===== config.mk =====
export PLATFORM = sky130hd
export DESIGN_NAME = trc_control_regs
export DESIGN_NICKNAME = d
export VERILOG_FILES = /design/src/rtl/trc_pkg.sv /design/src/rtl/trc_event_counter.sv /design/src/rtl/trc_control_regs.sv
export SDC_FILE = /design/constraint.sdc
export NUM_CORES = 1
export LEC_CHECK = 0
export ABC_AREA = 1
export BUFFER_PORTS_ARGS = -buffer_cell sky130_fd_sc_hd__buf_2
export CAP_MARGIN = 20
export CORE_UTILIZATION = 27
export CTS_CLUSTER_DIAMETER = 100
export DETAILED_ROUTE_END_ITERATION = 16
export PLACE_DENSITY_LB_ADDON = 0.12
export SLEW_MARGIN = 20
export SYNTH_ARGS = -nofsm -noshare
export SYNTH_HDL_FRONTEND = slang
export SYNTH_SLANG_ARGS = --single-unit

===== constraint.sdc =====
create_clock -name ref_clk -period 1.48 [get_ports ref_clk]
set_input_delay 0.296 -clock ref_clk [delete_from_list [all_inputs] [get_ports ref_clk]]
set_output_delay 0.296 -clock ref_clk [all_outputs]
set_load 0.05 [all_outputs]

===== src/rtl/trc_pkg.sv =====
package trc_pkg;
  // Register offsets on the parallel port
  localparam logic [7:0] RX_CTRL_TWO_ADDR = 8'h2C;
  localparam logic [7:0] TX_CTRL_ONE_ADDR = 8'h35;
  localparam logic [7:0] COMMON_CTRL_ONE_ADDR = 8'h37;
  localparam logic [7:0] REG_RESET = 8'h00;
  localparam logic [7:0] UNMAPPED_READ = 8'h00;

  // Receive control two fields
  localparam int RX_CODE_SELECT_BIT = 7;
  localparam int RX_ZBTSI_ENABLE_BIT = 6;
  localparam int RX_SYNC_DOUBLE_WIDE_BIT = 5;
  localparam int RX_SYNC_MF_SELECT_BIT = 4;
  localparam int RX_SYNC_DIRECTION_BIT = 3;
  localparam int RX_YELLOW_STYLE_BIT = 2;
  localparam int FS_ERROR_REPORT_BIT = 1;
  localparam int MF_OOS_COUNT_BIT = 0;

  // Transmit control one fields
  localparam int TX_CLK_FAILOVER_BIT = 7;
  localparam int TX_FBIT_PASS_BIT = 6;
  localparam int TX_CRC_PASS_BIT = 5;
  localparam int SW_SIG_INSERT_BIT = 4;
  localparam int GLOBAL_BIT7_STUFF_BIT = 3;
  localparam int TX_DATALINK_SRC_BIT = 2;
  localparam int TX_BLUE_ALARM_BIT = 1;
  localparam int TX_YELLOW_ALARM_BIT = 0;

  // Common control one field
  localparam int RX_ELASTIC_ENABLE_BIT = 2;

  // Replacement codes
  localparam logic [7:0] IDLE_CODE = 8'h7F;
  localparam int MILLIWATT_LEN = 8;
  localparam logic [63:0] MILLIWATT_SEQ = 64'h1E0B0B1E9E8B8B9E;

  // Transmit clock loss detection
  localparam int CLK_PERIOD_NS = 10;
  localparam int TX_CLK_LOSS_NS = 1000;
  localparam int TX_CLK_LOSS_CYCLES = TX_CLK_LOSS_NS / CLK_PERIOD_NS;

  localparam int CHANNELS = 24;
  localparam int ERR_COUNT_WIDTH = 16;
endpackage


===== src/rtl/trc_event_counter.sv =====
`timescale 1ns/100ps
`default_nettype none
module trc_event_counter import trc_pkg::*; #(
  parameter int WIDTH = ERR_COUNT_WIDTH
) (
  // Clock and reset
  input wire logic ref_clk,
  input wire logic rst_n,
  // Control
  input wire logic inc,
  input wire logic clr,
  // Result
  output logic [WIDTH-1:0] count
);
  initial begin
    if (WIDTH < 2) begin
      $error("trc_event_counter: WIDTH too small");
    end
  end

  // Saturates so a long unattended run never wraps to a small figure
  always_ff @(posedge ref_clk or negedge rst_n) begin
    if (!rst_n) begin
      count <= '0;
    end else if (clr) begin
      count <= {{(WIDTH-1){1'b0}}, inc};
    end else if (inc && count != {WIDTH{1'b1}}) begin
      count <= count + 1'b1;
    end
  end
endmodule
`default_nettype wire


===== src/rtl/trc_control_regs.sv =====
`timescale 1ns/100ps
`default_nettype none
module trc_control_regs import trc_pkg::*; #(
  parameter int NUM_CHANNELS = CHANNELS,
  parameter int COUNT_WIDTH = ERR_COUNT_WIDTH
) (
  // Clock and reset
  input wire logic ref_clk,
  input wire logic rst_n,
  // Parallel host port
  input wire logic [7:0] busAddr,
  input wire logic [7:0] busWrData,
  input wire logic busWrite,
  input wire logic busRead,
  output logic [7:0] busRdData,
  output logic busRdValid,
  // Receive framer events
  input wire logic rxByteStrobe,
  input wire logic rxFrameStart,
  input wire logic rxMultiframeStart,
  input wire logic rxSignalingFrame,
  input wire logic rxBit2AllZero,
  input wire logic rxFrame12SBit,
  input wire logic ftBitError,
  input wire logic fsBitError,
  input wire logic mfOutOfSync,
  input wire logic errCountClear,
  // Receive outputs
  output logic [7:0] replaceCode,
  output logic rxZbtsiEnable,
  output logic rxSyncOut,
  output logic rxSyncOe,
  output logic rxYellowDetected,
  output logic [COUNT_WIDTH-1:0] errCount,
  output logic rxElasticEnable,
  // Transmit side
  input wire logic txClkToggle,
  input wire logic txSerialBit,
  input wire logic txHdlcBit,
  input wire logic txLegacyBit,
  input wire logic txPosIn,
  input wire logic txNegIn,
  input wire logic [NUM_CHANNELS-1:0] txTransparency,
  output logic txClkUseRx,
  output logic txFbitFromSerial,
  output logic txCrcFromSerial,
  output logic [NUM_CHANNELS-1:0] sigInsert,
  output logic [NUM_CHANNELS-1:0] bit7Stuff,
  output logic txDatalinkBit,
  output logic txLineOutPos,
  output logic txLineOutNeg,
  output logic txYellowAlarm
);
  localparam int LOSS_W = $clog2(TX_CLK_LOSS_CYCLES + 1);
  localparam logic [LOSS_W-1:0] LOSS_LIMIT =
    LOSS_W'(TX_CLK_LOSS_CYCLES);

  initial begin
    if (NUM_CHANNELS < 1 || NUM_CHANNELS > 32) begin
      $error("trc_control_regs: NUM_CHANNELS out of range");
    end
  end

  logic [7:0] rxCtrl;
  logic [7:0] txCtrl;
  logic [7:0] commonCtrl;
  logic [2:0] codeIndex;
  logic syncHold;
  logic [LOSS_W-1:0] lossCount;
  logic prevTxClk;
  logic countInc;
  logic [7:0] next_rdData;

  // Registers cleared by reset; software still zeroes the map first
  always_ff @(posedge ref_clk or negedge rst_n) begin
    if (!rst_n) begin
      rxCtrl <= REG_RESET;
      txCtrl <= REG_RESET;
      commonCtrl <= REG_RESET;
    end else if (busWrite) begin
      case (busAddr)
        RX_CTRL_TWO_ADDR: rxCtrl <= busWrData;
        TX_CTRL_ONE_ADDR: txCtrl <= busWrData;
        COMMON_CTRL_ONE_ADDR: commonCtrl <= busWrData;
        default: ;
      endcase
    end
  end

  always_comb begin
    case (busAddr)
      RX_CTRL_TWO_ADDR: next_rdData = rxCtrl;
      TX_CTRL_ONE_ADDR: next_rdData = txCtrl;
      COMMON_CTRL_ONE_ADDR: next_rdData = commonCtrl;
      default: next_rdData = UNMAPPED_READ;
    endcase
  end

  always_ff @(posedge ref_clk or negedge rst_n) begin
    if (!rst_n) begin
      busRdData <= 8'h00;
      busRdValid <= 1'b0;
    end else begin
      busRdValid <= busRead;
      if (busRead) begin
        busRdData <= next_rdData;
      end
    end
  end

  // Replacement code; milliwatt pattern steps once per channel byte
  always_ff @(posedge ref_clk or negedge rst_n) begin
    if (!rst_n) begin
      codeIndex <= 3'h0;
      replaceCode <= IDLE_CODE;
    end else begin
      if (!rxCtrl[RX_CODE_SELECT_BIT]) begin
        codeIndex <= 3'h0;
        replaceCode <= IDLE_CODE;
      end else if (rxByteStrobe) begin
        codeIndex <= codeIndex + 3'h1;
        replaceCode <= MILLIWATT_SEQ[63 - 8*codeIndex -: 8];
      end
    end
  end

  // Receive sync pin: direction, rate and double width
  always_ff @(posedge ref_clk or negedge rst_n) begin
    if (!rst_n) begin
      rxSyncOe <= 1'b1;
      rxSyncOut <= 1'b0;
      syncHold <= 1'b0;
    end else begin
      rxSyncOe <= !rxCtrl[RX_SYNC_DIRECTION_BIT];
      if (rxCtrl[RX_SYNC_DIRECTION_BIT]) begin
        // Rate select has no effect while the pin is an input
        rxSyncOut <= 1'b0;
        syncHold <= 1'b0;
      end else if (rxCtrl[RX_SYNC_MF_SELECT_BIT] ? rxMultiframeStart
                                                 : rxFrameStart) begin
        rxSyncOut <= 1'b1;
        // Double width is gated off in multiframe mode; input mode never reaches here
        syncHold <= rxCtrl[RX_SYNC_DOUBLE_WIDE_BIT] && rxSignalingFrame &&
                    !rxCtrl[RX_SYNC_MF_SELECT_BIT];
      end else begin
        rxSyncOut <= syncHold;
        syncHold <= 1'b0;
      end
    end
  end

  // Receive status and control decode
  always_ff @(posedge ref_clk or negedge rst_n) begin
    if (!rst_n) begin
      rxZbtsiEnable <= 1'b0;
      rxYellowDetected <= 1'b0;
      rxElasticEnable <= 1'b0;
    end else begin
      rxZbtsiEnable <= rxCtrl[RX_ZBTSI_ENABLE_BIT];
      rxYellowDetected <= rxCtrl[RX_YELLOW_STYLE_BIT] ?
                          rxFrame12SBit : rxBit2AllZero;
      rxElasticEnable <= commonCtrl[RX_ELASTIC_ENABLE_BIT];
    end
  end

  // Error counter source selection
  always_comb begin
    if (rxCtrl[MF_OOS_COUNT_BIT]) begin
      countInc = mfOutOfSync;
    end else begin
      countInc = ftBitError ||
                 (rxCtrl[FS_ERROR_REPORT_BIT] && fsBitError);
    end
  end

  trc_event_counter #(
    .WIDTH(COUNT_WIDTH)
  ) u_err_counter (
    .ref_clk(ref_clk),
    .rst_n(rst_n),
    .inc(countInc),
    .clr(errCountClear),
    .count(errCount)
  );

  // Transmit clock watchdog; a stopped clock is one with no toggle
  always_ff @(posedge ref_clk or negedge rst_n) begin
    if (!rst_n) begin
      prevTxClk <= 1'b0;
      lossCount <= '0;
      txClkUseRx <= 1'b0;
    end else begin
      prevTxClk <= txClkToggle;
      if (txClkToggle != prevTxClk) begin
        lossCount <= '0;
      end else if (lossCount != LOSS_LIMIT) begin
        lossCount <= lossCount + 1'b1;
      end
      txClkUseRx <= txCtrl[TX_CLK_FAILOVER_BIT] &&
                    lossCount == LOSS_LIMIT;
    end
  end

  // Transmit formatter selects
  always_ff @(posedge ref_clk or negedge rst_n) begin
    if (!rst_n) begin
      txFbitFromSerial <= 1'b0;
      txCrcFromSerial <= 1'b0;
      txDatalinkBit <= 1'b0;
      txLineOutPos <= 1'b0;
      txLineOutNeg <= 1'b0;
      txYellowAlarm <= 1'b0;
    end else begin
      txFbitFromSerial <= txCtrl[TX_FBIT_PASS_BIT];
      txCrcFromSerial <= txCtrl[TX_CRC_PASS_BIT];
      txDatalinkBit <= txCtrl[TX_DATALINK_SRC_BIT] ? txHdlcBit
                                                   : txLegacyBit;
      // Blue alarm overrides framing and payload on both rails
      txLineOutPos <= txCtrl[TX_BLUE_ALARM_BIT] | txPosIn;
      txLineOutNeg <= txCtrl[TX_BLUE_ALARM_BIT] | txNegIn;
      txYellowAlarm <= txCtrl[TX_YELLOW_ALARM_BIT];
    end
  end

  // Per-channel signaling insertion and bit-7 stuffing
  genvar ch;
  generate
    for (ch = 0; ch < NUM_CHANNELS; ch++) begin : g_chan
      always_ff @(posedge ref_clk or negedge rst_n) begin
        if (!rst_n) begin
          sigInsert[ch] <= 1'b0;
          bit7Stuff[ch] <= 1'b0;
        end else begin
          sigInsert[ch] <= txCtrl[SW_SIG_INSERT_BIT] &&
                           !txTransparency[ch];
          bit7Stuff[ch] <= txCtrl[GLOBAL_BIT7_STUFF_BIT] ||
                           txTransparency[ch];
        end
      end
    end
  endgenerate

  // Checks
  property p_idle_code;
    @(posedge ref_clk) disable iff (!rst_n)
      !rxCtrl[RX_CODE_SELECT_BIT] |=> replaceCode == IDLE_CODE;
  endproperty
  a_idle_code: assert property (p_idle_code)
    else $error("idle code not selected");

  property p_zbtsi;
    @(posedge ref_clk) disable iff (!rst_n)
      ##1 rxZbtsiEnable == $past(rxCtrl[RX_ZBTSI_ENABLE_BIT]);
  endproperty
  a_zbtsi: assert property (p_zbtsi)
    else $error("zbtsi enable mismatch");

  property p_double_wide;
    @(posedge ref_clk) disable iff (!rst_n)
      (rxCtrl == 8'h20 && rxFrameStart && rxSignalingFrame) ##1
      (rxCtrl == 8'h20 && !rxFrameStart) |-> rxSyncOut ##1 rxSyncOut;
  endproperty
  a_double_wide: assert property (p_double_wide)
    else $error("sync pulse not double wide");

  property p_sync_mf;
    @(posedge ref_clk) disable iff (!rst_n)
      (rxCtrl[RX_SYNC_MF_SELECT_BIT] && !rxCtrl[RX_SYNC_DIRECTION_BIT] &&
       rxMultiframeStart) |=> rxSyncOut;
  endproperty
  a_sync_mf: assert property (p_sync_mf)
    else $error("multiframe sync pulse missing");

  property p_sync_input;
    @(posedge ref_clk) disable iff (!rst_n)
      rxCtrl[RX_SYNC_DIRECTION_BIT] |=> !rxSyncOe && !rxSyncOut;
  endproperty
  a_sync_input: assert property (p_sync_input)
    else $error("sync pin driven while input");

  property p_yellow;
    @(posedge ref_clk) disable iff (!rst_n)
      ##1 rxYellowDetected == ($past(rxCtrl[RX_YELLOW_STYLE_BIT]) ?
        $past(rxFrame12SBit) : $past(rxBit2AllZero));
  endproperty
  a_yellow: assert property (p_yellow)
    else $error("yellow detect style wrong");

  property p_fs_ignored;
    @(posedge ref_clk) disable iff (!rst_n)
      (rxCtrl[1:0] == 2'b00 && fsBitError && !ftBitError &&
       !errCountClear) |=> $stable(errCount);
  endproperty
  a_fs_ignored: assert property (p_fs_ignored)
    else $error("Fs error counted while disabled");

  property p_oos_count;
    @(posedge ref_clk) disable iff (!rst_n)
      (rxCtrl[MF_OOS_COUNT_BIT] && mfOutOfSync && !errCountClear &&
       errCount < 16'h00FF) |=> errCount == $past(errCount) + 1'b1;
  endproperty
  a_oos_count: assert property (p_oos_count)
    else $error("out-of-sync multiframe not counted");

  property p_no_failover;
    @(posedge ref_clk) disable iff (!rst_n)
      !txCtrl[TX_CLK_FAILOVER_BIT] |=> !txClkUseRx;
  endproperty
  a_no_failover: assert property (p_no_failover)
    else $error("failover while disabled");

  property p_blue;
    @(posedge ref_clk) disable iff (!rst_n)
      txCtrl[TX_BLUE_ALARM_BIT] |=> txLineOutPos && txLineOutNeg;
  endproperty
  a_blue: assert property (p_blue)
    else $error("blue alarm not all ones");

  property p_stuff;
    @(posedge ref_clk) disable iff (!rst_n)
      txCtrl[GLOBAL_BIT7_STUFF_BIT] |=> &bit7Stuff;
  endproperty
  a_stuff: assert property (p_stuff)
    else $error("global stuffing incomplete");

  property p_elastic;
    @(posedge ref_clk) disable iff (!rst_n)
      ##1 rxElasticEnable == $past(commonCtrl[RX_ELASTIC_ENABLE_BIT]);
  endproperty
  a_elastic: assert property (p_elastic)
    else $error("elastic enable mismatch");

  c_milliwatt: cover property (@(posedge ref_clk) disable iff (!rst_n)
    rxCtrl[RX_CODE_SELECT_BIT] && rxByteStrobe);
  c_failover: cover property (@(posedge ref_clk) disable iff (!rst_n)
    txClkUseRx);
  c_sync_input: cover property (@(posedge ref_clk) disable iff (!rst_n)
    !rxSyncOe);
endmodule
`default_nettype wire


== Word-level counts from Yosys, hierarchy flattened ==
Cells that the tools add are included.
W data, S select, Z words.
Storage, ports and cells
  register bits: 129
  latch bits: 0
  bits in writable memories: 0
  bits in read-only memories: 0
  input port bits: 60
  output and inout port bits: 93
  memories: 0
Operators by class
  $add $sub $neg: 4
  multiply operators: 0
  div/mod/pow operators: 0
  magnitude comparators: 0
  equal/unequal tests: 8
  shift-type cells: 1
  mux-type cells: 17
  bitwise operators: 2
  reductions and logical operators: 85
Operators with widths (count)
  $shiftx A71 B33 Y8 const A: 1
  $mux W16: 2
  $logic_and A1 B1 Y1: 29
  $logic_not A1 Y1: 26
  $logic_or A1 B1 Y1: 25
  $eq A8 B6 Y1 const B: 3
  $pmux W8 S3: 1
  $add A16 B1 Y16 const B: 1
  $mux W8: 2
  $ne A16 B16 Y1 const B: 1
  $mux W7: 2
  $mux W1: 8
  $add A7 B1 Y7 const B: 1
  $eq A7 B7 Y1 const B: 1
  $ne A7 B7 Y1 const B: 1
  $sub A6 B6 Y7 const A: 1
  $mux W3: 2
  $reduce_and A2 Y1: 3
  $reduce_bool A2 Y1: 2
  $add A3 B1 Y3 const B: 1
  $ne A2 B2 Y1 const B: 1
  $or A1 B1 Y1: 2
  $ne A1 B1 Y1: 1

== Logic depth before layout (Yosys ltp) ==
  word-level depth: 6
  gate-level depth with buffers: 10
  mapped depth without buffers: 9

== By module ==
Synthesis repeated with hierarchy kept, for this count alone.
Unflattened totals
  cells, all modules: 539
  area, all modules: 5296.3 um^2
By module, submodules not included
  trc_control_regs: times used 1, cells each 390, area each 4275.4 um^2, sequential area each 2732.6 um^2
  trc_event_counter: times used 1, cells each 149, area each 1021.0 um^2, sequential area each 400.4 um^2

== Least setup slack after synthesis ==
No wires, ideal clock.
  path type: reg2reg
  from: register u_err_counter.count[0]
  to: register u_err_counter.count[11]
  data arrival time: 1798 ps
  data required time: 1414 ps
  slack: -384 ps
  cell stages (with the launch flop): 11
  buffers on the path: 1
  path through: dfrtp_1 ha_1 nand2_1 nor2_2 nand2_2 nor2_2 nor2_2 nor2_4 buf_6 nand2_1 nand2_1
On the way
  cells in the longest elaborated chain, start to end: 3
RTL lines
  start, declared: RTL line trc_event_counter.sv:13  | output logic [WIDTH-1:0] count
  start signal, assigned: RTL line trc_event_counter.sv:26  | count <= {{(WIDTH-1){1'b0}}, inc};
  start signal, assigned: RTL line trc_event_counter.sv:28  | count <= count + 1'b1;
  $add A16 B1 Y16 / $ne A16 B16 Y1 (equally long branches): RTL line trc_event_counter.sv:28, trc_event_counter.sv:27
  $mux W16 / $logic_and A1 B1 Y1 (equally long branches): RTL line trc_event_counter.sv:27  | end else if (inc && count != {WIDTH{1'b1}}) begin
  $mux W16 / $reduce_bool A2 Y1 (equally long branches)
Parallel ways exist; a longest one is shown, timed or not. The select of a mux whose other input is x is not followed.
A chain may end at the register's enable or synchronous reset.

==> key figures <==
Floorplanning
  • Chip width: 141 um
  • Starting Density: 0.277
  • Die Area: 0.0198 mm2
  • CORE AREA: 0.0188 mm2
  • Std cell rows: 50
  • Die H: 141 um
  • Io pins: 153

Power and ir drop
  • Internal: 6.78 mW
  • Clock network power share: 0.441
  • P_sw: 2.82 mW
  • Combinational Power Share: 0.160
  • Sw Share: 0.294
  • Reg power frac: 0.399
  • Leakage: 3.79 nW
  • VDD IR max: 687 uV
  • Pwr dens: 1310 mW/mm2

Detailed routing
  • Total number of vias: 4287
  • Initial drt markers: 180
  • Post-Route WL: 13.7 mm
  • Drt wl/cell: 13.8 um
  • DRT Pass-1 Iters: 4
  • Vias per inst: 4.33
  • Drc violations: 0
  • Post-DRT Antenna Nets: 0

GRT
  • GRT Overall Usage: 0.150
  • Met2 Resource Use GR: 0.240
  • Overflow after GRT: 0
  • Initial antenna violation count: 0
  • GRT Max-Usage Layer: met2
  • Vias in the first global route: 4404
  • M1 GR Usage: 0.191
  • Met3 Use GR: 0.0459
  • Largest net degree at the start of global routing: 34
  • First-pass GRT wire length: 22.7 mm

Clock network
  • CTS root buf: clkbuf_16
  • Clk slew on worst S/H paths: 0.06 ns
  • CTS buffer count: 17
  • H-tree depth: 4
  • Clock Latency Late Sink: 0.42 ns
  • Clock Path Buffers: 2
  • Post-CTS setup buffers: 0
  • CTS tree: built
  • Clock sinks: 125

Synthesis
  • Mean Syn Cell Area: 9.59 um2
  • Sequential fraction of the synthesis area: 0.604
  • Synth Instances: 541
  • Top_reg_cell synth: dfrtp_1
  • Netlist cell types: 35
  • Post-Syn Area: 0.00519 mm2
  • Number of synthesized register bits: 125
  • Synthesis Warnings: 0
  • Number of flops mapped to enable cells by yosys: 0
  • Ys async rst share: 1.00

Finish
  • Layout cells sized above 1: 0.402
  • Final-stage net count: 808
  • Util after Layout: 0.392
  • Filler-free cell count of the finished design: 991
  • P&R area growth vs syn: 41.7%
  • Diode count: 0
  • Finished Cell Area: 0.00735 mm2

STA
  • Final setup fails: 0
  • Slew margin rel.: 0.466
  • Hold Fails Final Rpt: 0
  • Setup WS post-layout: 0.0208 ns
  • RSZ-0062 raised after global routing: yes
  • Max Clk Rate: 685 MHz
  • Final period utilization: 0.986
  • Worst Tran Pin Value: 0.801 ns
  • Min Tclk post-route: 1.46 ns
  • Final Slew Violations: 0
  • Final Skew: 0.00766 ns

Place
  • Post-place setup slack: 0.0318 ns
  • Detailed Place HPWL: 10.1 mm
  • Placed cell count: 957
  • Port bufs: 149
  • Cell Area, Placed: 0.00661 mm2
  • Gpl congestion: 0.833

Critical path
  • Crit-path max FO: 3
  • Worst path bufs/invs: 1
  • R2r worst-path depth: 10
  • CP peak stage delay: 0.54 ns
  • Setup slack on the worst flop-to-flop path: 0.09 ns
  • Reg2reg start: u_err_counter.count[1]
  • Crit-path leading delay family: flip-flops
  • Worst setup path class: flop to output port
  • Critical path's slowest cell: dfstp_2
  • RR Endpoint: u_err_counter.count[2]
  • Critical Path RT: 1.18 ns
  • Crit path cell chain: buf_4
  • CP Capture Type: output port
  • Setup crit start kind: flop
  • Arr. time, crit path: 1.16 ns

Worst hold path
  • Worst min path class: input pin to flop
  • Worst Hold Endpoint: sigInsert[19]
  • Hold Path Depth: 2
  • Min-Delay Startpoint: txTransparency[19]

Job
  • Max-cap violations: 0

Outcome
  • Outcome: finished clean
==> flip-flops by register name, indices dropped and copies added (netlist names), 7 cells and up <==
signal	flops
u_err_counter.count	16
lossCount	7
txCtrl	8
busRdData	8
commonCtrl	8
sigInsert	24
rxCtrl	8
bit7Stuff	24
==> worst max path at each step <==
stage,start,endpoint,slack [ns],cells past startpoint
6_report,replaceCode[4],replaceCode[2],0.02,1
5_1_grt,replaceCode[4],replaceCode[2],-0.02,1
3_3_place_gp,busAddr[6],rxCtrl[3],0.04,8
4_1_cts,replaceCode[4],replaceCode[2],-0.06,1
3_5_place_dp,u_err_counter.count[1],u_err_counter.count[0],0.03,9
2_1_floorplan,u_err_counter.count[0],u_err_counter.count[11],-0.14,10
==> metrics by stage <==
step	setup TNS, ns	power, mW	hold slack (ns)
after CTS	-0.112	9.76	0.00447
after floorplan	-1.62	4.90	0.000409
after global routing	-0.0419	10.1	0.0123
after detailed placement	0	5.40	0.291
final	0	9.60	0.0280
after global placement	0	5.37	0.290
==> placed cells by master, fill, tap and decap left out, types with 5 or more instances in the layout <==
| cell type | netlist | final |
|---|---|---|
| a21oi_1 | 13 | 13 |
| buf_12 | 0 | 5 |
| buf_2 | 3 | 130 |
| buf_4 | 4 | 49 |
| buf_6 | 3 | 14 |
| clkbuf_16 | 0 | 17 |
| dfrtp_1 | 121 | 107 |
| dfrtp_2 | 0 | 14 |
| inv_1 | 44 | 43 |
| nand2_1 | 135 | 134 |
| nand3_1 | 52 | 51 |
| nand4_1 | 11 | 11 |
| nor2_1 | 51 | 49 |
| nor2_4 | 6 | 9 |
| o21a_1 | 8 | 8 |
| o21ai_0 | 14 | 14 |
| o21ai_1 | 5 | 5 |
| or2_2 | 27 | 27 |
==> Yosys cell counts (3+ instances only) <==
library cell / instances / area (um2)
buf_2: 3 / 15.0
nand4_1: 11 / 68.8
nor2_2: 3 / 18.8
nor3_4: 3 / 48.8
o21ai_2: 4 / 35.0
buf_4: 4 / 30.0
buf_6: 3 / 33.8
inv_1: 44 / 165
nand2_1: 135 / 507
o21ai_1: 5 / 25.0
clkbuf_1: 6 / 22.5
dfrtp_1: 121 / 3030
xor2_1: 3 / 26.3
or2_2: 27 / 169
a21oi_1: 13 / 65.1
o21ai_0: 14 / 70.1
nor2_1: 51 / 191
ha_1: 4 / 50.1
nor2_4: 6 / 67.6
dfstp_2: 4 / 105
nand3_1: 52 / 260
o21a_1: 8 / 60.1
==> what timing repair did <==
action | in CTS | in global routing
pin swaps | 0 | 2
gates cloned | 0 | 0
setup endpoints to repair | 18 | 30
resized for setup | 20 | 20
endpoints found under the hold margin | 25 | 0
hold buffers | 2 | 0
==> power by group through the flow <==
stage                     Clock [mW]  Sequential (mW)  Combinational, mW
after CTS                       4.39             3.83               1.54
after global routing            4.53             3.87               1.67
after detailed placement           0             3.89               1.51
after floorplan                    0             4.41              0.486
after global placement             0             3.89               1.48
final                           4.23             3.83               1.54
==> cell type report <==
class,count,area (um2)
fill,1910,11400
sequential,125,3150
multi-input combinational,355,1840
timing repair buffer,200,1300
clock buffer,20,467
tap,234,293
inverter,45,169
clock inverter,12,135
==> cells by family after synthesis <==
logic type                 after synthesis  share of synthesized area
muxes                                    1                    0.00217
adders and majority gates                4                    0.00964
buffers and inverters                   62                     0.0528
DFF                                    125                      0.604
xor gates and xnor gates                 5                    0.00844
AOI/OAI and AO/OA                       47                     0.0538
and+or+nand+nor                        296                      0.269
other                                    1                   0.000723
==> routing by layer <==
metal  wire, um  part of all wire  vias to the layer above
met5          0                 0                        -
met4        173             0.013                        0
met3        744             0.054                       17
met2       6410              0.47                      127
met1       6360              0.46                     2012
li1           -                 -                     2131
(Power assumes the default switching activity.)
